<file path="config.mk">
export PLATFORM = sky130hd
export DESIGN_NAME = olds_core
export DESIGN_NICKNAME = d
export VERILOG_FILES = /design/src/olds_pkg.sv /design/src/olds_core.sv
export SDC_FILE = /design/constraint.sdc
export NUM_CORES = 1
export LEC_CHECK = 0
export BUFFER_PORTS_ARGS = -buffer_cell sky130_fd_sc_hd__buf_2
export CAP_MARGIN = 20
export CORE_ASPECT_RATIO = 0.9
export CORE_MARGIN = 4
export CORE_UTILIZATION = 59
export DETAILED_ROUTE_END_ITERATION = 10
export PLACE_DENSITY_LB_ADDON = 0.08
export SLEW_MARGIN = 40
export SYNTH_ARGS = -nofsm -noshare
export SYNTH_HDL_FRONTEND = slang
export SYNTH_SLANG_ARGS = --single-unit
</file>
<file path="constraint.sdc">
create_clock -name clk -period 4.2 [get_ports clk]
set_clock_uncertainty 0.2 [all_clocks]
set_input_delay 0.21 -clock clk [delete_from_list [all_inputs] [get_ports clk]]
set_output_delay 0.21 -clock clk [all_outputs]
set_load 0.005 [all_outputs]
</file>
<file path="src/olds_pkg.sv">
// Package with constants and carrier types for the open-load and supply-loss logic.
package olds_pkg;

  // Number of switched outputs.
  localparam int OUTPUTS = 4;
  // Duty code that means the output runs fully on.
  localparam logic [7:0] FULL_DUTY = 8'hff;
  // Clock rate in kHz (250 MHz).
  localparam int CLOCK_KHZ = 250000;
  // LED open-load check period in microseconds.
  localparam int LED_PERIOD_US = 100;
  // LED check period in clock cycles, rounded down as a longest time.
  localparam int LED_PERIOD_CYCLES = (LED_PERIOD_US * CLOCK_KHZ) / 1000;
  // Width of the LED period timer.
  localparam int TIMER_WIDTH = 16;
  // Number of asynchronous inputs that pass the synchroniser.
  localparam int ASYNC_WIDTH = 24;
  // Positions of the asynchronous input groups in the synchroniser vector.
  localparam int POS_BULB_LOW = 0;
  localparam int POS_LED_LOW = 4;
  localparam int POS_OVERLOAD = 8;
  localparam int POS_DIRECT = 12;
  localparam int POS_TEMP_HOT = 16;
  localparam int POS_CLAMP = 17;
  localparam int POS_GND_LOST = 18;
  localparam int POS_VDD_PRESENT = 19;
  localparam int POS_VDD_LOW = 20;
  localparam int POS_VPWR_OK = 21;
  localparam int POS_VPWR_POR = 22;
  localparam int POS_RESET_PIN = 23;
  // Reset value of the synchroniser chain (supplies taken as present).
  localparam logic [ASYNC_WIDTH-1:0] ASYNC_RESET = 24'ha80000;

  // Configuration held for the host; all-zero is the documented default.
  typedef struct packed {
    logic vdd_fail_enable;       // Logic-supply-fail detection enable.
    logic pwm_enable;            // PWM module enable.
    logic temp_feedback_enable;  // Route temperature to sense output.
    logic current_sense_enable;  // Route current recopy to sense output.
    logic [1:0] sense_output_select;  // Output whose current is copied.
    logic [3:0] sense_ratio_select;   // Per-output sense ratio.
    logic [3:0] led_load_select;      // Per-output LED threshold select.
    logic [3:0] on_openload_disable;  // Per-output on-state detection off.
    logic [3:0] output_on;            // Per-output on command.
    logic [31:0] duty_code;           // Four 8-bit duty codes, output 0 lowest.
  } olds_config_type;

  // Reset value of the configuration.
  localparam olds_config_type CONFIG_RESET = '0;

  // Sense output routing.
  typedef struct packed {
    logic temp_route;     // Temperature voltage on the sense output.
    logic current_route;  // Current recopy delivering now.
    logic [1:0] channel;  // Selected output.
    logic high_ratio;     // Ratio select of the selected output.
  } olds_sense_type;

endpackage

</file>
<file path="src/olds_core.sv">
// Open-load diagnosis, sense routing and supply-loss control for four outputs.
`timescale 1ns/1ns
module olds_core #(
  parameter int LED_PERIOD = olds_pkg::LED_PERIOD_CYCLES  // LED check period in cycles.
) (
  input wire logic clk,  // Device clock, 250 MHz.
  input wire logic reset_n,  // Asynchronous reset, active low.
  input wire logic config_write,  // Pulse: load config_data.
  input wire olds_pkg::olds_config_type config_data,  // Configuration from the host.
  input wire logic [3:0] status_read,  // Pulse per output: on-state status read.
  input wire logic diag_read,  // Pulse: diagnostic register 0 read.
  input wire logic fail_safe_mode,  // Level: device in fail-safe mode.
  input wire logic [3:0] bulb_low,  // Pin: current below bulb threshold.
  input wire logic [3:0] led_low,  // Pin: current below LED threshold.
  input wire logic [3:0] overload_off,  // Pin: overload turn-off in progress.
  input wire logic [3:0] direct_in,  // Pin: direct input per output.
  input wire logic temp_hot,  // Pin: ground flag above prewarning.
  input wire logic clamp_high,  // Pin: supply above clamp threshold.
  input wire logic ground_lost,  // Pin: device ground disconnected.
  input wire logic vdd_present,  // Pin: logic supply present.
  input wire logic vdd_low,  // Pin: logic supply below fail level.
  input wire logic vpwr_ok,  // Pin: battery supply in range.
  input wire logic vpwr_por,  // Pin: battery below power-on reset level.
  input wire logic device_reset_n,  // Pin: device reset input, active low.
  output olds_pkg::olds_config_type config_q,  // Held configuration.
  output logic [3:0] switch_output,  // Gate command per output.
  output logic [3:0] on_openload_flag,  // Latched on-state open-load.
  output logic temp_prewarning_flag,  // Latched temperature prewarning.
  output logic undervoltage_flag,  // Latched battery undervoltage.
  output logic fault_status_n,  // Fault status pin, active low.
  output olds_pkg::olds_sense_type sense_route,  // Sense output routing.
  output logic retry_count_reset  // Pulse: clear autoretry counters.
);

  // Refuse a period the timer cannot count or too short to time.
  if (LED_PERIOD < 2 || LED_PERIOD >= (2 ** olds_pkg::TIMER_WIDTH))
  begin : g_bad_period
    $error("LED period does not fit the timer");
  end

  // Period end value at timer width.
  localparam logic [olds_pkg::TIMER_WIDTH-1:0] PERIOD_END =
    olds_pkg::TIMER_WIDTH'(LED_PERIOD - 1);

  // Raw pins gathered for the synchroniser.
  logic [olds_pkg::ASYNC_WIDTH-1:0] async_in;
  // Three-stage synchroniser chain.
  logic [olds_pkg::ASYNC_WIDTH-1:0] sync_1;
  logic [olds_pkg::ASYNC_WIDTH-1:0] sync_2;
  logic [olds_pkg::ASYNC_WIDTH-1:0] sync_3;
  // Filtered levels, updated when stages two and three agree.
  logic [olds_pkg::ASYNC_WIDTH-1:0] pin;

  assign async_in = {device_reset_n, vpwr_por, vpwr_ok, vdd_low, vdd_present, ground_lost,
                     clamp_high, temp_hot, direct_in, overload_off, led_low, bulb_low};

  // Synchroniser stages; stage one feeds stage two only.
  always_ff @(posedge clk or negedge reset_n)
  begin
    if (!reset_n)
    begin
      sync_1 <= olds_pkg::ASYNC_RESET;
      sync_2 <= olds_pkg::ASYNC_RESET;
      sync_3 <= olds_pkg::ASYNC_RESET;
    end
    else
    begin
      sync_1 <= async_in;
      sync_2 <= sync_1;
      sync_3 <= sync_2;
    end
  end

  // Per-bit filter: a change counts once stages two and three agree.
  genvar b;
  generate
    for (b = 0; b < olds_pkg::ASYNC_WIDTH; b++)
    begin : g_filter
      always_ff @(posedge clk or negedge reset_n)
      begin
        if (!reset_n)
          pin[b] <= olds_pkg::ASYNC_RESET[b];
        else if (sync_2[b] == sync_3[b])
          pin[b] <= sync_2[b];
      end
    end
  endgenerate

  // Filtered pin levels by name.
  logic [3:0] s_bulb_low;
  logic [3:0] s_led_low;
  logic [3:0] s_overload;
  logic [3:0] s_direct;
  logic s_temp_hot;
  logic s_clamp;
  logic s_gnd_lost;
  logic s_vdd_present;
  logic s_vdd_low;
  logic s_vpwr_ok;
  logic s_vpwr_por;
  logic s_reset_pin_n;

  assign s_bulb_low = pin[olds_pkg::POS_BULB_LOW +: 4];
  assign s_led_low = pin[olds_pkg::POS_LED_LOW +: 4];
  assign s_overload = pin[olds_pkg::POS_OVERLOAD +: 4];
  assign s_direct = pin[olds_pkg::POS_DIRECT +: 4];
  assign s_temp_hot = pin[olds_pkg::POS_TEMP_HOT];
  assign s_clamp = pin[olds_pkg::POS_CLAMP];
  assign s_gnd_lost = pin[olds_pkg::POS_GND_LOST];
  assign s_vdd_present = pin[olds_pkg::POS_VDD_PRESENT];
  assign s_vdd_low = pin[olds_pkg::POS_VDD_LOW];
  assign s_vpwr_ok = pin[olds_pkg::POS_VPWR_OK];
  assign s_vpwr_por = pin[olds_pkg::POS_VPWR_POR];
  assign s_reset_pin_n = pin[olds_pkg::POS_RESET_PIN];

  // Logic supply lost: absent, or low with fail detection enabled.
  logic vdd_lost;
  // Both supplies below the power-on reset level.
  logic both_por;
  // Configuration is wiped while any of these holds.
  logic config_clear;
  // Latched faults are wiped while any of these holds.
  logic fault_clear;

  assign vdd_lost = !s_vdd_present || (s_vdd_low && config_q.vdd_fail_enable);
  assign both_por = s_vpwr_por && !s_vdd_present;
  // Battery loss alone is absent here, so configuration survives it.
  assign config_clear = vdd_lost || both_por || !s_reset_pin_n;
  assign fault_clear = vdd_lost || both_por;

  // Configuration store; cleared contents are the all-zero defaults.
  always_ff @(posedge clk or negedge reset_n)
  begin
    if (!reset_n)
      config_q <= olds_pkg::CONFIG_RESET;
    else if (config_clear)
      config_q <= olds_pkg::CONFIG_RESET;
    else if (config_write)
      config_q <= config_data;
  end

  // Output command before protection overrides.
  logic [3:0] commanded;
  // Output state after protection overrides.
  logic [3:0] next_switch;

  // Without the logic supply only the direct inputs count.
  assign commanded = vdd_lost ? s_direct : (s_direct | config_q.output_on);

  // Override order: ground loss, battery reset, clamp, then overload turn-off.
  always_comb
  begin
    if (s_gnd_lost)
      next_switch = 4'h0;
    else if (s_vpwr_por)
      next_switch = 4'h0;
    else if (s_clamp && (|(commanded & s_overload)))
      next_switch = 4'hf;
    else
      next_switch = commanded & ~s_overload;
  end

  // Registered gate command.
  always_ff @(posedge clk or negedge reset_n)
  begin
    if (!reset_n)
      switch_output <= 4'h0;
    else
      switch_output <= next_switch;
  end

  // Battery reset seen last cycle, for the retry counter pulse.
  logic por_seen;

  // One pulse clears the autoretry counters when a battery reset begins.
  always_ff @(posedge clk or negedge reset_n)
  begin
    if (!reset_n)
    begin
      por_seen <= 1'b0;
      retry_count_reset <= 1'b0;
    end
    else
    begin
      por_seen <= s_vpwr_por;
      retry_count_reset <= s_vpwr_por && !por_seen;
    end
  end

  // Per-output LED period tick and open-load set and clear terms.
  logic [3:0] led_tick;
  logic [3:0] ol_set;
  logic [3:0] ol_present;

  genvar i;
  generate
    for (i = 0; i < olds_pkg::OUTPUTS; i++)
    begin : g_output
      // Time the output has been fully on in LED mode.
      logic [olds_pkg::TIMER_WIDTH-1:0] timer;
      // Output runs fully on with the LED threshold chosen.
      logic led_full;

      assign led_full = switch_output[i] && config_q.led_load_select[i] &&
                        (config_q.duty_code[i*8 +: 8] == olds_pkg::FULL_DUTY);

      // Period timer restarts whenever the output leaves full-on LED operation.
      always_ff @(posedge clk or negedge reset_n)
      begin
        if (!reset_n)
          timer <= '0;
        else if (!led_full || timer == PERIOD_END)
          timer <= '0;
        else
          timer <= timer + 1'b1;
      end

      // A whole period has passed in full-on LED operation.
      assign led_tick[i] = led_full && (timer == PERIOD_END);

      // Threshold picked by load type; LED result only on the checked tick.
      always_comb
      begin
        if (config_q.led_load_select[i])
        begin
          ol_set[i] = led_tick[i] && config_q.pwm_enable && s_led_low[i];
          ol_present[i] = switch_output[i] && s_led_low[i];
        end
        else
        begin
          ol_set[i] = switch_output[i] && s_bulb_low[i];
          ol_present[i] = switch_output[i] && s_bulb_low[i];
        end
      end

      // Flag sets while enabled; clears on a read once the fault is gone.
      always_ff @(posedge clk or negedge reset_n)
      begin
        if (!reset_n)
          on_openload_flag[i] <= 1'b0;
        else if (fault_clear)
          on_openload_flag[i] <= 1'b0;
        else if (ol_set[i] && !config_q.on_openload_disable[i])
          on_openload_flag[i] <= 1'b1;
        else if (status_read[i] && !ol_present[i])
          on_openload_flag[i] <= 1'b0;
      end
    end
  endgenerate

  // Prewarning flag: set in normal mode only, cleared by a diagnostic read.
  always_ff @(posedge clk or negedge reset_n)
  begin
    if (!reset_n)
      temp_prewarning_flag <= 1'b0;
    else if (fault_clear)
      temp_prewarning_flag <= 1'b0;
    else if (s_temp_hot && !fail_safe_mode)
      temp_prewarning_flag <= 1'b1;
    else if (diag_read)
      temp_prewarning_flag <= 1'b0;
  end

  // Undervoltage flag reports battery loss; any status read clears it once gone.
  always_ff @(posedge clk or negedge reset_n)
  begin
    if (!reset_n)
      undervoltage_flag <= 1'b0;
    else if (fault_clear)
      undervoltage_flag <= 1'b0;
    else if (!s_vpwr_ok)
      undervoltage_flag <= 1'b1;
    else if (|status_read)
      undervoltage_flag <= 1'b0;
  end

  // Fault pin follows battery loss only; open-load never pulls it low.
  always_ff @(posedge clk or negedge reset_n)
  begin
    if (!reset_n)
      fault_status_n <= 1'b1;
    else
      fault_status_n <= s_vpwr_ok;
  end

  // Sense routing; temperature wins over current when both are enabled.
  always_ff @(posedge clk or negedge reset_n)
  begin
    if (!reset_n)
      sense_route <= '0;
    else
    begin
      sense_route.channel <= config_q.sense_output_select;
      sense_route.high_ratio <= config_q.sense_ratio_select[config_q.sense_output_select];
      sense_route.temp_route <= config_q.temp_feedback_enable;
      sense_route.current_route <= config_q.current_sense_enable &&
                                   !config_q.temp_feedback_enable && !fail_safe_mode &&
                                   next_switch[config_q.sense_output_select];
    end
  end
endmodule

</file>
== After elaboration in Yosys (flattened, before gate mapping) ==
Cells that the tools add are included.
Word-level totals
  register bits after elaboration: 232
  input port bits: 87
  output and inout bits: 71
  logic and storage cells: 213
Operators by class
  $add $sub $neg: 4
  magnitude comparators: 1
  equal/unequal tests: 33
  mux-type cells: 40
  bitwise gates (word level): 4
  reduce and logical (&&, ||, !) cells: 76
Operators with widths (number)
  $mux W54: 2
  $add A16 B1 Y16 const B: 4
  $eq A16 B15 Y1 const B: 4
  $mux W16: 4
  $logic_and A1 B1 Y1: 44
  $eq A8 B8 Y1 const B: 4
  $mux W1: 28
  $eq A1 B1 Y1: 24
  $logic_not A1 Y1: 17
  $mux W4: 4
  $reduce_bool A3 Y1: 5
  $and A4 B4 Y4: 2
  $reduce_or A4 Y1: 2
  $logic_or A1 B1 Y1: 7
  $bmux W1 S2: 2
  $not A4 Y4: 1
  $or A4 B4 Y4: 1
  $lt A2 B3 Y1 const B: 1
  $ne A3 B1 Y1 const B: 1
  $reduce_bool A2 Y1: 1

== Logic depth before layout (Yosys ltp) ==
Gate-level depths: netlist of run 1.
  depth in word-level cells: 12
  mapped depth: 7
  depth with buffers taken out: 6

== Worst setup path before layout of run 1 ==
Ideal clock, no wire load.
  path kind: reg-to-reg
  start: register g_output[3].timer[4] (netlist name)
  end: register g_output[3].timer[10] (netlist name)
  setup time: 119 ps
  arrival: 1745 ps
  data required time: 3881 ps
  path slack: 2137 ps
  cell stages (with the launch flop): 6
  buffers on the path: 1
  clock period less this slack: 2063 ps
  cells stage by stage: dfrtp_1 -> or4b_1 -> or4_4 -> o21ai_2 -> buf_6 -> nor2_1
On the way
  longest elaborated chain between the ends: 3
  elaborated cells on any way between the ends: 4
  classes of those cells: 1 x add/sub; 1 x eq/ne; 1 x mux; 1 x reduce/logical
Ends and longest elaborated chain
  start, declared: line olds_core.sv:200  | logic [olds_pkg::TIMER_WIDTH-1:0] timer;
  start signal, assigned: line olds_core.sv:215  | timer <= timer + 1'b1;
  branches (longest 2 deep; another with $add A16 B1 Y16)
  $mux W16 *: line olds_core.sv:212  | else if (!led_full || timer == PERIOD_END)
Mark *: on every way between the ends.
A chain may end at the register's enable or synchronous reset.

== Worst setup path in the final report of run 1 ==
  start: register g_output[3].timer[3] (netlist name)
  end: register g_output[3].timer[14] (netlist name)
Same word-level chain as after synthesis.

==> run summary, run 1 <==
The routed via count divided by cell count was 5.441. The worst setup path is captured at a flip-flop. Setup violations remaining at the end of the flow were counted as 0.

For the finished layout, the period the worst path requires is 2.358 ns. By count the netlist is led by sky130_fd_sc_hd__dfrtp_1 (219), sky130_fd_sc_hd__nor2_1 (124), sky130_fd_sc_hd__mux2i_1 (58), sky130_fd_sc_hd__nand2_1 (32), sky130_fd_sc_hd__xnor2_1 (28). For the pin with the worst max-slew slack, the measured transition is 0.7899 ns. The leading area contributor after synthesis was sky130_fd_sc_hd__dfrtp_1.

The number of clock buffers added by TritonCTS is 23. The wire-length estimate of the detail-placed layout is 13270 microns. Launching point of the worst reg2reg path: g_output[3].timer[3]$_DFF_PN0_. The number of placed cells counting well taps was 1058; the worst slew margin relative to its limit was 46.87%. Kind of start point of the critical path: a flip-flop.

The final weighted congestion of routability-driven global placement is 0.8368. The average instance in the mapped netlist occupies 12.38 sq um. TritonCTS built the clock tree. The critical path in this run is classified as reg2reg. In the final timing run, aggregate negative setup slack is 0 ns. The area of the mapped netlist was 8905 sq um; the proportion of netlist area held by the largest area contributor was 61.54%. Setup repair after global routing left no endpoint under its margin. The clock edge transition at the registers on the reported setup and hold paths was 0.06 ns; the maximum cell stage delay along the critical path was 0.52 ns.

In the final routed layout, each cell accounts on average for 17.70 microns. For the worst setup path, the data arrival time is 2.51 ns. The run gives 1.094 mW as the reported net switching power. For the clock latency on the worst-skew pair, the log shows 0.50 ns. Hold timing on the final database bottoms out at a slack of 0.03899 ns. The count of nets left with antenna violations once routing finished came out at 0. The number of setup buffers added after CTS is 0.

The share of synthesized flip-flops with an asynchronous set or reset works out to 100.0%. The run gives 0 as the total DRC errors in the routed layout. At the worst endpoint, the required time is 4.35 ns. Once routing completed, OpenROAD measured the worst setup slack at 1.842 ns.

For the site row count, the log shows 42. Measured along the y axis, the die boundary spans 124.6 microns. Of all nets on the critical path, the largest fanout is 15.

During I/O placement, the number of pins put on the boundary was 158. The finished cells cover 11620 sq um. The fraction of final layout cells with drive strength greater than 1 came out at 22.14%. By area the synthesized netlist is led by sky130_fd_sc_hd__dfrtp_1 (62%), sky130_fd_sc_hd__mux2i_1 (6.5%), sky130_fd_sc_hd__nor2_1 (5.2%). The first-pass detailed-route iteration total was 4.

For this design, the sink count on the clock tree is 232. Entering global routing, the biggest net connects 83 pins. Registers are responsible for 48.9% of the overall power. The logs give 43.9% for the clock share of power and 65.38% for the sequential cell area fraction in the yosys report.

The synthesized design contains 232 register bits. The aggregate global-route resource usage was 24.70%. Summed over all cells, the static leakage comes to 5.384 nW.

Root buffer selected by CTS: sky130_fd_sc_hd__clkbuf_16. Measured on the finished design, the core utilization comes to 78.67%. Highest-delay cell along the critical path: sky130_fd_sc_hd__o21ai_2. The number of gates resized after CTS was 0.

Input and output buffers added on the ports amount to 157. The total routed wirelength is 21010 microns, and the core outline area is 14770 sq um. The number of synthesized flops with an enable pin was 0; the worst setup timing slack at the placement stage was 1.837 ns. The total placed instance area came out at 9940 sq um.

Measured along the x axis, the die boundary spans 137.5 microns. Global routing finished with a remaining overflow of 0. The final layout contains 1063 nets. Of the total power, the share spent switching nets is 22.16%. The logs give 0 for the max-slew violation count and 1.84 ns for the internal reg-to-reg setup slack. The run gives 3.842 mW as the internal power.

For the max-cap violation count, the log shows 0. Timing would allow up to 424.1 MHz. The tools report the number of warnings printed during yosys synthesis as 0. The kind of path behind the tightest hold check was in2reg. The number of nets in the synthesized netlist is 810. The flow ran to the end, and the final reports show no timing, DRC or antenna violations.

The worst register-to-register path has a depth of 4. The repair_antennas step left the layout with diodes totalling 0. In the synthesized netlist the dominant register cell turns out to be sky130_fd_sc_hd__dfrtp_1.

The capture instance of the worst register-to-register path was g_output[3].timer[14]$_DFF_PN0_. The fill cell instance count of the final layout was 884. For this run, the number of standard cells in the final layout without fillers is 1187. For the number of H-tree levels, the log shows 1. The worst hold path terminates at config_q[10]$_DFFE_PN0P_. The areal power density over the cells was 424.9 nW/um^2; the number of cells on the worst hold path was 3.

No sink is reached through more buffers than the 3 on the longest clock path. Relative to the synthesized area, the layout overhead comes to 30.46%. The most instantiated library cell after synthesis is sky130_fd_sc_hd__dfrtp_1. The number of antenna violations at the first check in global routing is 0, and the number of DRC markers after the initial detailed-route iteration is 456. The worst path uses 56.14% of the clock period. The critical path goes through or4b_1 -> or4_4 -> o21ai_2 -> nor2_1. For this configuration, the core starts out at a cell density of 60.30%. Power comes to 4.936 mW.

The logs give 6458 for the total vias in the final route and 719 for the post-synthesis instance total. Synthesis instantiated 49 different standard cells from the library. The final count of hold timing violations was 0. The logs give 390.4 uV for the peak ir drop on the vdd network and 6756 for the via count of the first global-routing pass. Startpoint of the lowest-slack hold path: config_write. Combinational logic is responsible for 7.2% of the overall power. The logs give 34050 microns for the wire length of the first global-routing pass and 17130 sq um for the area of the die.
## worst max-delay path: cells and delay by family, from the launching register on
| family | cells | cell delay [ns] |
|---|---|---|
| DFF | 1 | 0.42 |
| and+or+nand+nor | 3 | 1.06 |
| AOI/OAI and AO/OA | 1 | 0.52 |
## cell families (layout without fill, tap and decap cells)
logic type / Yosys count / in the layout / share of synthesized area, %
multiplexers: 59 / 59 / 6.773
AO/OA/AOI/OAI: 42 / 42 / 3.204
AND/OR/NAND/NOR: 272 / 272 / 14.56
flip-flops: 232 / 232 / 65.38
XOR/XNOR: 54 / 54 / 5.311
adder cells (fa/ha/maj): 28 / 28 / 3.260
buffers and inverters: 32 / 302 / 1.517
## placed cells by master, fill, tap and decap left out, types with 5 or more instances in the layout
master and count:
sky130_fd_sc_hd__dfrtp_1 219, sky130_fd_sc_hd__buf_2 155, sky130_fd_sc_hd__nor2_1 124, sky130_fd_sc_hd__dlygate4sd3_1 87, sky130_fd_sc_hd__mux2i_1 58, sky130_fd_sc_hd__nand2_1 31
sky130_fd_sc_hd__xnor2_1 28, sky130_fd_sc_hd__nand4_1 27, sky130_fd_sc_hd__nand3_1 26, sky130_fd_sc_hd__xor2_1 26, sky130_fd_sc_hd__maj3_1 24, sky130_fd_sc_hd__clkbuf_16 23
sky130_fd_sc_hd__inv_1 13, sky130_fd_sc_hd__nor3_1 13, sky130_fd_sc_hd__dfstp_2 13, sky130_fd_sc_hd__nor4_1 12, sky130_fd_sc_hd__a21oi_1 10, sky130_fd_sc_hd__and3_1 9
sky130_fd_sc_hd__o21ai_0 8, sky130_fd_sc_hd__nand2b_1 8, sky130_fd_sc_hd__clkinv_2 5
## power by group through the flow
stage	Sequential, mW	Combinational [mW]	Clock, mW
3_5_place_dp	2.45	0.290	0
6_report	2.41	0.358	2.16
4_1_cts	2.41	0.354	2.19
3_3_place_gp	2.45	0.273	0
5_1_grt	2.42	0.395	2.28
2_1_floorplan	2.43	0.128	0
## sequential cells by signal, indices dropped and copies added (netlist names), 4 cells and up
name and count:
g_output.timer 64, config_q 54, sync_1 24, sync_2 24, sync_3 24, pin 16
sense_route 5, on_openload_flag 4, switch_output 4
## layout make-up
class	instances	area [sq um]	share of cell area, %
multi-input combinational	455	2955	25.44
clock buffer	31	645.6	5.557
sequential	232	5822	50.11
inverter	13	48.80	0.4200
clock inverter	11	161.4	1.389
tap	198	247.7	2.132
timing repair buffer	247	1737	14.95
## timing repair
action / CTS / global route
hold buffers: 87 / 0
setup endpoints to repair: 0 / 0
hold endpoints to repair: 249 / 0
## worst max path at each step
| stage | from | to | slack [ns] | depth (start not counted) |
|---|---|---|---|---|
| after CTS | g_output[3].timer[3]$_DFF_PN0_ | g_output[3].timer[14]$_DFF_PN0_ | 1.83 | 4 |
| final | g_output[3].timer[3]$_DFF_PN0_ | g_output[3].timer[14]$_DFF_PN0_ | 1.84 | 4 |
| after global placement | s_vdd_present$_DFFE_PN1N_ | config_q[29]$_DFFE_PN0P_ | 1.91 | 3 |
| after detailed placement | g_output[3].timer[3]$_DFF_PN0_ | g_output[3].timer[14]$_DFF_PN0_ | 1.84 | 4 |
| after floorplan | g_output[3].timer[4]$_DFF_PN0_ | g_output[3].timer[10]$_DFF_PN0_ | 2.14 | 5 |
| after global routing | g_output[3].timer[3]$_DFF_PN0_ | g_output[3].timer[13]$_DFF_PN0_ | 1.71 | 4 |
## metal layers
| layer | share of wire (%) | track usage [%] | wire length (microns) |
|---|---|---|---|
| met1 | 44 | 34.90 | 9201 |
| met2 | 48 | 40.36 | 9999 |
| met3 | 6.1 | 3.796 | 1274 |
| met4 | 2.5 | 6.514 | 530 |
| met5 | 0 | 0 | 0 |
No activity file was read; power rests on OpenSTA's default activity.
==> run 2: changes to the inputs <==
Settings changed: CORE_UTILIZATION 59 to 55.
Clock period 4.2 ns to 2.3 ns, I/O delays scaled along.
==> run 2 against run 1 <==
Worst setup slack lost 1.7 ns. Critical endpoint is now on_openload_flag[3]$_DFFE_PN0P_. Clock-buffer cell count up 2. Total power rose by 78%. Wire length shrank 0.88%. Core utilization decreased by 2.8 points. Largest power group unchanged. Combinational power rose by 99%.
==> run summary, run 2 (synthesized netlist as in run 1, its figures left out) <==
The post-layout minimum cycle time is 2.175 ns (-0.1824 ns). The tools report the worst slew margin relative to its limit as 67.28% (+20 points). The total routed wirelength is 20820 microns (-0.88%). The first-pass detailed-route iteration total was 4 (unchanged).

The tools report the fill cell instance count of the final layout as 971 (+9.8%). The run finished with clean final reports. The average wire per cell in the routed design came out at 16.97 microns (-4.1%). The logs give 15660 sq um (+6.0%) for the core outline area and 0 (unchanged) for the number of setup violations in the final report. The run gives 18290 sq um (+6.8%) as the area of the die. Clock latency on the worst-skew pair: 0.51 ns (about the same). The run gives 75.88% (-2.8 points) as the final cell utilization of the core.

The max-slew violation count is 0 (unchanged), and the highest achievable clock rate is 459.7 MHz (+8.4%). The tools report the effective utilization at floorplan as 56.88% (-3.4 points). Worst setup timing slack at the placement stage: 0.1286 ns (-1.708 ns). The largest registers in the layout are g_output.timer: 64 flops, config_q: 54 flops. Total placed instance area: 10050 sq um (+1.1%). The logs give 13230 microns (-0.33%) for the HPWL after detailed placement and 7099 (+5.1%) for the via count of the first global-routing pass.

The peak ir drop on the vdd network was 748.2 uV (+92%); the count of inserted antenna diode cells was 0 (unchanged). The tools report the arrival time of data at the critical path endpoint as 2.39 ns (-0.12 ns). The most common library cell in the layout ignoring fill and taps is sky130_fd_sc_hd__dfrtp_1. The worst-case hold slack was 0.04122 ns (+0.002235 ns); the routed via count divided by cell count was 5.370 (-1.3%). The actual transition at the worst max-transition pin was 0.4896 ns (-0.3003 ns); the number of antenna violations at the first check in global routing was 0 (unchanged).

The area growth from synthesis to layout is 33.41%. The logs give 0 (unchanged) for the total DRC errors in the routed layout and 0 (unchanged) for the remaining global-route overflow. The horizontal die dimension is 142.1 microns (+3.4%). TritonCTS built the clock tree.

Clock tree synthesis selected as its root buffer the cell sky130_fd_sc_hd__clkbuf_16. Leakage power of the design: 5.481 nW (+1.8%). The clock edge transition at the registers on the reported setup and hold paths was 0.06 ns (about the same). The number of CTS-inserted buffers is 23 (unchanged), and the highest net fanout along the worst path is 4 (-11). The number of H-tree levels was 1 (unchanged). The number of placed cells counting well taps is 1076 (+1.7%), and the final layout net count is 1099 (+3.4%). The final sum of negative setup slack was 0 ns (unchanged). Setup repair after global routing left no endpoint under its margin.

Counting flops per register, the top entry is g_output.timer. The fraction of final layout cells with drive strength greater than 1 works out to 22.54% (+0.39 points). The minimum setup slack in the final design was 0.1246 ns (-1.718 ns); the final weighted congestion of routability-driven global placement was 0.8591 (+2.7%). The final count of hold timing violations is 0 (unchanged), and the areal power density over the cells is 737.8 nW/um^2 (+74%).

Part of the cycle the worst path needs: 94.58% (+38 points). In the layout the commonest cells are sky130_fd_sc_hd__dfrtp_1 (219), sky130_fd_sc_hd__buf_2 (156), sky130_fd_sc_hd__nor2_1 (124). Number of buffer cells added on primary ports: 157 (unchanged). The power after layout is 8.766 mW (+78%), and the total vias in the final route is 6589 (+2.0%). The tools report the max-cap violation count as 0 (unchanged).

The clock tree buffer depth is 3 (unchanged). The tools report the wire length of the first global-routing pass as 35170 microns (+3.3%). The tools report the cell area after layout as 11880 sq um (+2.3%). The flip-flop count of the largest register, all copies and words added was 64 (unchanged); the floorplan die height was 128.7 microns (+3.3%). The run gives 2.51 ns (-1.84 ns) as the data required time of the critical path. The min-delay analysis places its worst path in the category in2reg. For the number of DRC markers after the initial detailed-route iteration, the log shows 379 (-17%).

The worst setup path is captured at a flip-flop. The site row count is 43 (+2.4%). Maximum number of pins on one net before global-route repair: 59 (-29%). The number of placed I/O pins was 158 (unchanged); the aggregate global-route resource usage was 23.78% (-0.93 points). The filler-free cell count of the finished design was 1227 (+3.4%). The CTS sink count came out at 232 (unchanged). STA classifies the critical path startpoint as a flip-flop. The logs give 0 (unchanged) for the remaining antenna violation count and 0 (unchanged) for the setup fix buffers added after clock tree synthesis.

The setup path with the least slack is of type reg2reg.
## run 2: what timing repair did
item | CTS | global route
hold buffers | 108 | 1
resized for setup | 0 | 0
endpoints found under the hold margin | 308 | 47
## run 2: final timing paths
path | from | end | slack, ns | cells after the start
worst max-delay path | g_output[3].timer[4]$_DFF_PN0_ | on_openload_flag[3]$_DFFE_PN0P_ | 0.12 | 5
worst min-delay path | vdd_low | sync_1[20]$_DFF_PN0_ | 0.04 | 2
worst max register to register | g_output[3].timer[4]$_DFF_PN0_ | on_openload_flag[3]$_DFFE_PN0P_ | 0.12 | 5
worst min register to register | sync_1[1]$_DFF_PN0_ | sync_2[1]$_DFF_PN0_ | 0.14 | 0
max in group asynchronous | reset_n | pin[1]$_DFFE_PN0N_ | 0.69 | 4
min in group asynchronous | reset_n | sync_1[20]$_DFF_PN0_ | 0.49 | 3
## run 2: layout make-up
cell class	instances	area [sq um]	share of cell area (%)
Tap cell	202	252.7	2.127
Sequential cell	232	5822	49.00
Timing Repair Buffer	283	2062	17.36
Clock inverter	9	101.3	0.8531
Inverter	13	48.80	0.4107
Clock buffer	33	643.1	5.413
Multi-Input combinational cell	455	2950	24.83
## run 2: worst max-delay path, cell delays in order, from the launching register on
cell and delay (ns):
sky130_fd_sc_hd__dfrtp_1 0.42, sky130_fd_sc_hd__or4b_1 0.55, sky130_fd_sc_hd__or4_4 0.45, sky130_fd_sc_hd__nor2_2 0.09, sky130_fd_sc_hd__nand4_1 0.12, sky130_fd_sc_hd__a221oi_2 0.26
## run 2: power breakdown
group / internal (mW) / switching [mW] / total (mW)
combinational: 0.374 / 0.337 / 0.711
sequential: 4.27 / 0.138 / 4.40
clock: 2.17 / 1.48 / 3.65
## run 2: layer usage
metal	GRT usage, %	wire length [microns]	vias up
li1	-	-	3062
met1	32.52	8923	3259
met2	39.38	10030	214
met3	4.385	1286	54
met4	7.111	586	0
met5	0	0	-
==> run 3: changes to the inputs <==
Settings changed: CORE_UTILIZATION 55 to 59.
Clock period 2.3 ns to 2.65 ns, I/O delays scaled along.
==> run 3 against run 2 <==
Critical endpoint is now g_output[2].timer[6]$_DFF_PN0_. Hold slack got worse by 0.014 ns. Worst setup slack improved by 0.10 ns. Clock-buffer cell count unchanged. Total power decreased by 15%. Critical path depth decreased by 1. Largest cell class unchanged. Via count increased by 0.59%.
==> run summary, run 3 (synthesized netlist as in run 1, its figures left out) <==
For the arrival time of data at the critical path endpoint, the log shows 2.57 ns (+0.18 ns). The library cell used most frequently in the layout, excluding fill and tap cells, is sky130_fd_sc_hd__dfrtp_1. The logs give 0 (unchanged) for the remaining global-route overflow and 158 (unchanged) for the number of placed I/O pins. The tools report the worst slew margin relative to its limit as 57.18% (-10 points).

The floorplan die height is 124.6 microns (-3.2%), and the total DRC errors in the routed layout is 0 (unchanged). The flip-flop count of the largest register, all copies and words added is 64 (unchanged). Wire length of the first global-routing pass: 35350 microns (+0.51%). The max-cap violation count is 0 (unchanged), and the part of the cycle the worst path needs is 91.35% (-3.2 points).

The via count of the first global-routing pass was 6958 (-2.0%); the data required time of the critical path was 2.80 ns (+0.29 ns). The final weighted congestion of routability-driven global placement is 0.9000 (+4.8%). The number of setup violations in the final report is 0 (unchanged), and the actual transition at the worst max-transition pin is 0.6336 ns (+0.1440 ns). The run gives 17130 sq um (-6.4%) as the area of the die. Clock tree synthesis selected as its root buffer the cell sky130_fd_sc_hd__clkbuf_16. Fraction of final layout cells with drive strength greater than 1: 21.93% (-0.61 points). The run gives 26.08% (+2.3 points) as the aggregate global-route resource usage.

The remaining antenna violation count was 0 (unchanged). The run gives 1066 (-0.93%) as the number of placed cells counting well taps. For the number of DRC markers after the initial detailed-route iteration, the log shows 402 (+6.1%).

The maximum number of pins on one net before global-route repair is 61 (+3.4%). For the number of CTS-inserted buffers, the log shows 23 (unchanged). The first-pass detailed-route iteration total came out at 5 (+1). In the layout the commonest cells are sky130_fd_sc_hd__dfrtp_1 (219), sky130_fd_sc_hd__buf_2 (155), sky130_fd_sc_hd__nor2_1 (124).

The highest net fanout along the worst path came out at 16 (+12). The final sum of negative setup slack came out at 0 ns (unchanged). The leakage power of the design was 5.430 nW (-0.94%); the post-route met1 wirelength was 9499 microns (+6.5%). The number of H-tree levels is 1 (unchanged), and the max-slew violation count is 0 (unchanged). The flow ran to the end, and the final reports show no timing, DRC or antenna violations. The number of buffer cells added on primary ports was 157 (unchanged).

The final layout net count is 1092 (-0.64%), and the clock tree buffer depth is 3 (unchanged). STA classifies the critical path startpoint as a flip-flop. The logs give 0.50 ns (about the same) for the clock latency on the worst-skew pair and 42 (-2.3%) for the site row count. The clock edge transition at the registers on the reported setup and hold paths was 0.06 ns (about the same). The detailed router used layers up to and including met4. For the HPWL after detailed placement, the log shows 13540 microns (+2.4%). The largest registers in the layout are g_output.timer: 64 flops, config_q: 54 flops.

Post-cts gate resize count: 0 (unchanged). The horizontal die dimension was 137.5 microns (-3.3%). The tools report the effective utilization at floorplan as 60.30% (+3.4 points). TritonCTS built the clock tree. The routed via count divided by cell count came out at 5.451 (+1.5%). From synthesis to final layout, the design area changed by 32.19%. The tools report the routed wire length on met2 as 10830 microns (+8.0%).

The tools report the total routed wirelength as 22210 microns (+6.7%). The tools report the CTS sink count as 232 (unchanged). The run gives 1356 microns (+5.4%) as the routed wire length on met3.

The post-layout minimum cycle time came out at 2.421 ns (+0.2453 ns). The register with the most flip-flops is g_output.timer. Average wire per cell in the routed design: 18.27 microns (+7.7%). The kind of critical path was reg2reg. The areal power density over the cells works out to 629.8 nW/um^2 (-15%).

STA classifies the critical path endpoint as a flip-flop. The tools report the filler-free cell count of the finished design as 1216 (-0.90%). The min-delay analysis places its worst path in the category in2async. For the total vias in the final route, the log shows 6628 (+0.59%). The number of antenna violations at the first check in global routing was 1 (+1); the highest achievable clock rate was 413.1 MHz (-10%). The final count of hold timing violations came out at 0 (unchanged). The peak ir drop on the vdd network was 607.6 uV (-19%); the core outline area was 14770 sq um (-5.7%). Setup repair after global routing left no endpoint under its margin.
[run 3: cell types whose count changed in the layout (fill, tap and decap cells not counted)]
cell / before / now
sky130_fd_sc_hd__clkinv_2: 5 / 6
sky130_fd_sc_hd__clkinvlp_4: 1 / 0
sky130_fd_sc_hd__dlygate4sd3_1: 108 / 107
sky130_fd_sc_hd__clkbuf_1: 7 / 8
sky130_fd_sc_hd__buf_12: 4 / 3
sky130_fd_sc_hd__buf_16: 0 / 1
sky130_fd_sc_hd__diode_2: 0 / 1
sky130_fd_sc_hd__bufinv_16: 2 / 0
sky130_fd_sc_hd__inv_8: 0 / 1
sky130_fd_sc_hd__buf_2: 156 / 155
sky130_fd_sc_hd__clkbuf_8: 3 / 2
sky130_fd_sc_hd__buf_4: 14 / 9
[run 3: stage by stage]
step | hold slack [ns] | instance area, sq um | power (mW) | setup WS [ns] | util (%)
final | 0.02690 | 11770 | 7.414 | 0.2292 | 79.72
after global placement | -0.1234 | 9987 | 4.327 | 0.4726 | 67.63
after CTS | 0.01781 | 11770 | 7.452 | 0.2349 | 79.70
after floorplan | -0.3631 | 8905 | 4.052 | 0.5866 | -
after global routing | 0.01757 | 11770 | 7.714 | 0.09110 | 79.72
after detailed placement | -0.1174 | 9987 | 4.351 | 0.2596 | 67.63
[run 3: layer usage]
layer / track usage, % / vias up
met2: 43.92 / 240
met5: 0 / -
met1: 35.12 / 3297
met3: 4.281 / 41
met4: 7.394 / 0
li1: - / 3050
[run 3: final cells by class]
class                      count  area (sq um)
antenna                        1         2.502
clock buffer                  33         633.1
clock inverter                 8         50.05
fill                         881          2995
inverter                      13         48.80
multi-input combinational    455          2950
sequential                   232          5822
tap                          198         247.7
timing repair buffer         276          2017
[run 3: final timing paths]
check | startpoint | end | slack [ns] | depth (start not counted)
max in group asynchronous | reset_n | g_output[3].timer[14]$_DFF_PN0_ | 1.80 | 3
setup reg to reg | g_output[2].timer[12]$_DFF_PN0_ | g_output[2].timer[6]$_DFF_PN0_ | 0.23 | 4
hold reg to reg | sync_1[10]$_DFF_PN0_ | sync_2[10]$_DFF_PN0_ | 0.15 | 0
min in group clk | vpwr_por | sync_1[22]$_DFF_PN0_ | 0.07 | 2
hold / removal | reset_n | sync_2[23]$_DFF_PN1_ | 0.03 | 2
setup / recovery | g_output[2].timer[12]$_DFF_PN0_ | g_output[2].timer[6]$_DFF_PN0_ | 0.23 | 4
[run 3: power by group]
group          switching [mW]  leakage (nW)  internal [mW]  total, mW
Combinational           0.302          2.11          0.321      0.624
Clock                    1.29         0.341           1.67       2.96
Sequential              0.123          2.98           3.70       3.83
[run 3: timing repair]
action,4_1_cts,5_1_grt
hold buffers,108,0
hold endpoints to repair,308,0
buffers inserted,0,0
[run 3: worst max-delay path, cell delays in order, from the launching register on]
cell and delay (ns):
sky130_fd_sc_hd__dfrtp_1 0.43, sky130_fd_sc_hd__or4_1 0.54, sky130_fd_sc_hd__nor4_1 0.44, sky130_fd_sc_hd__nand2b_1 0.54, sky130_fd_sc_hd__nor2_1 0.13
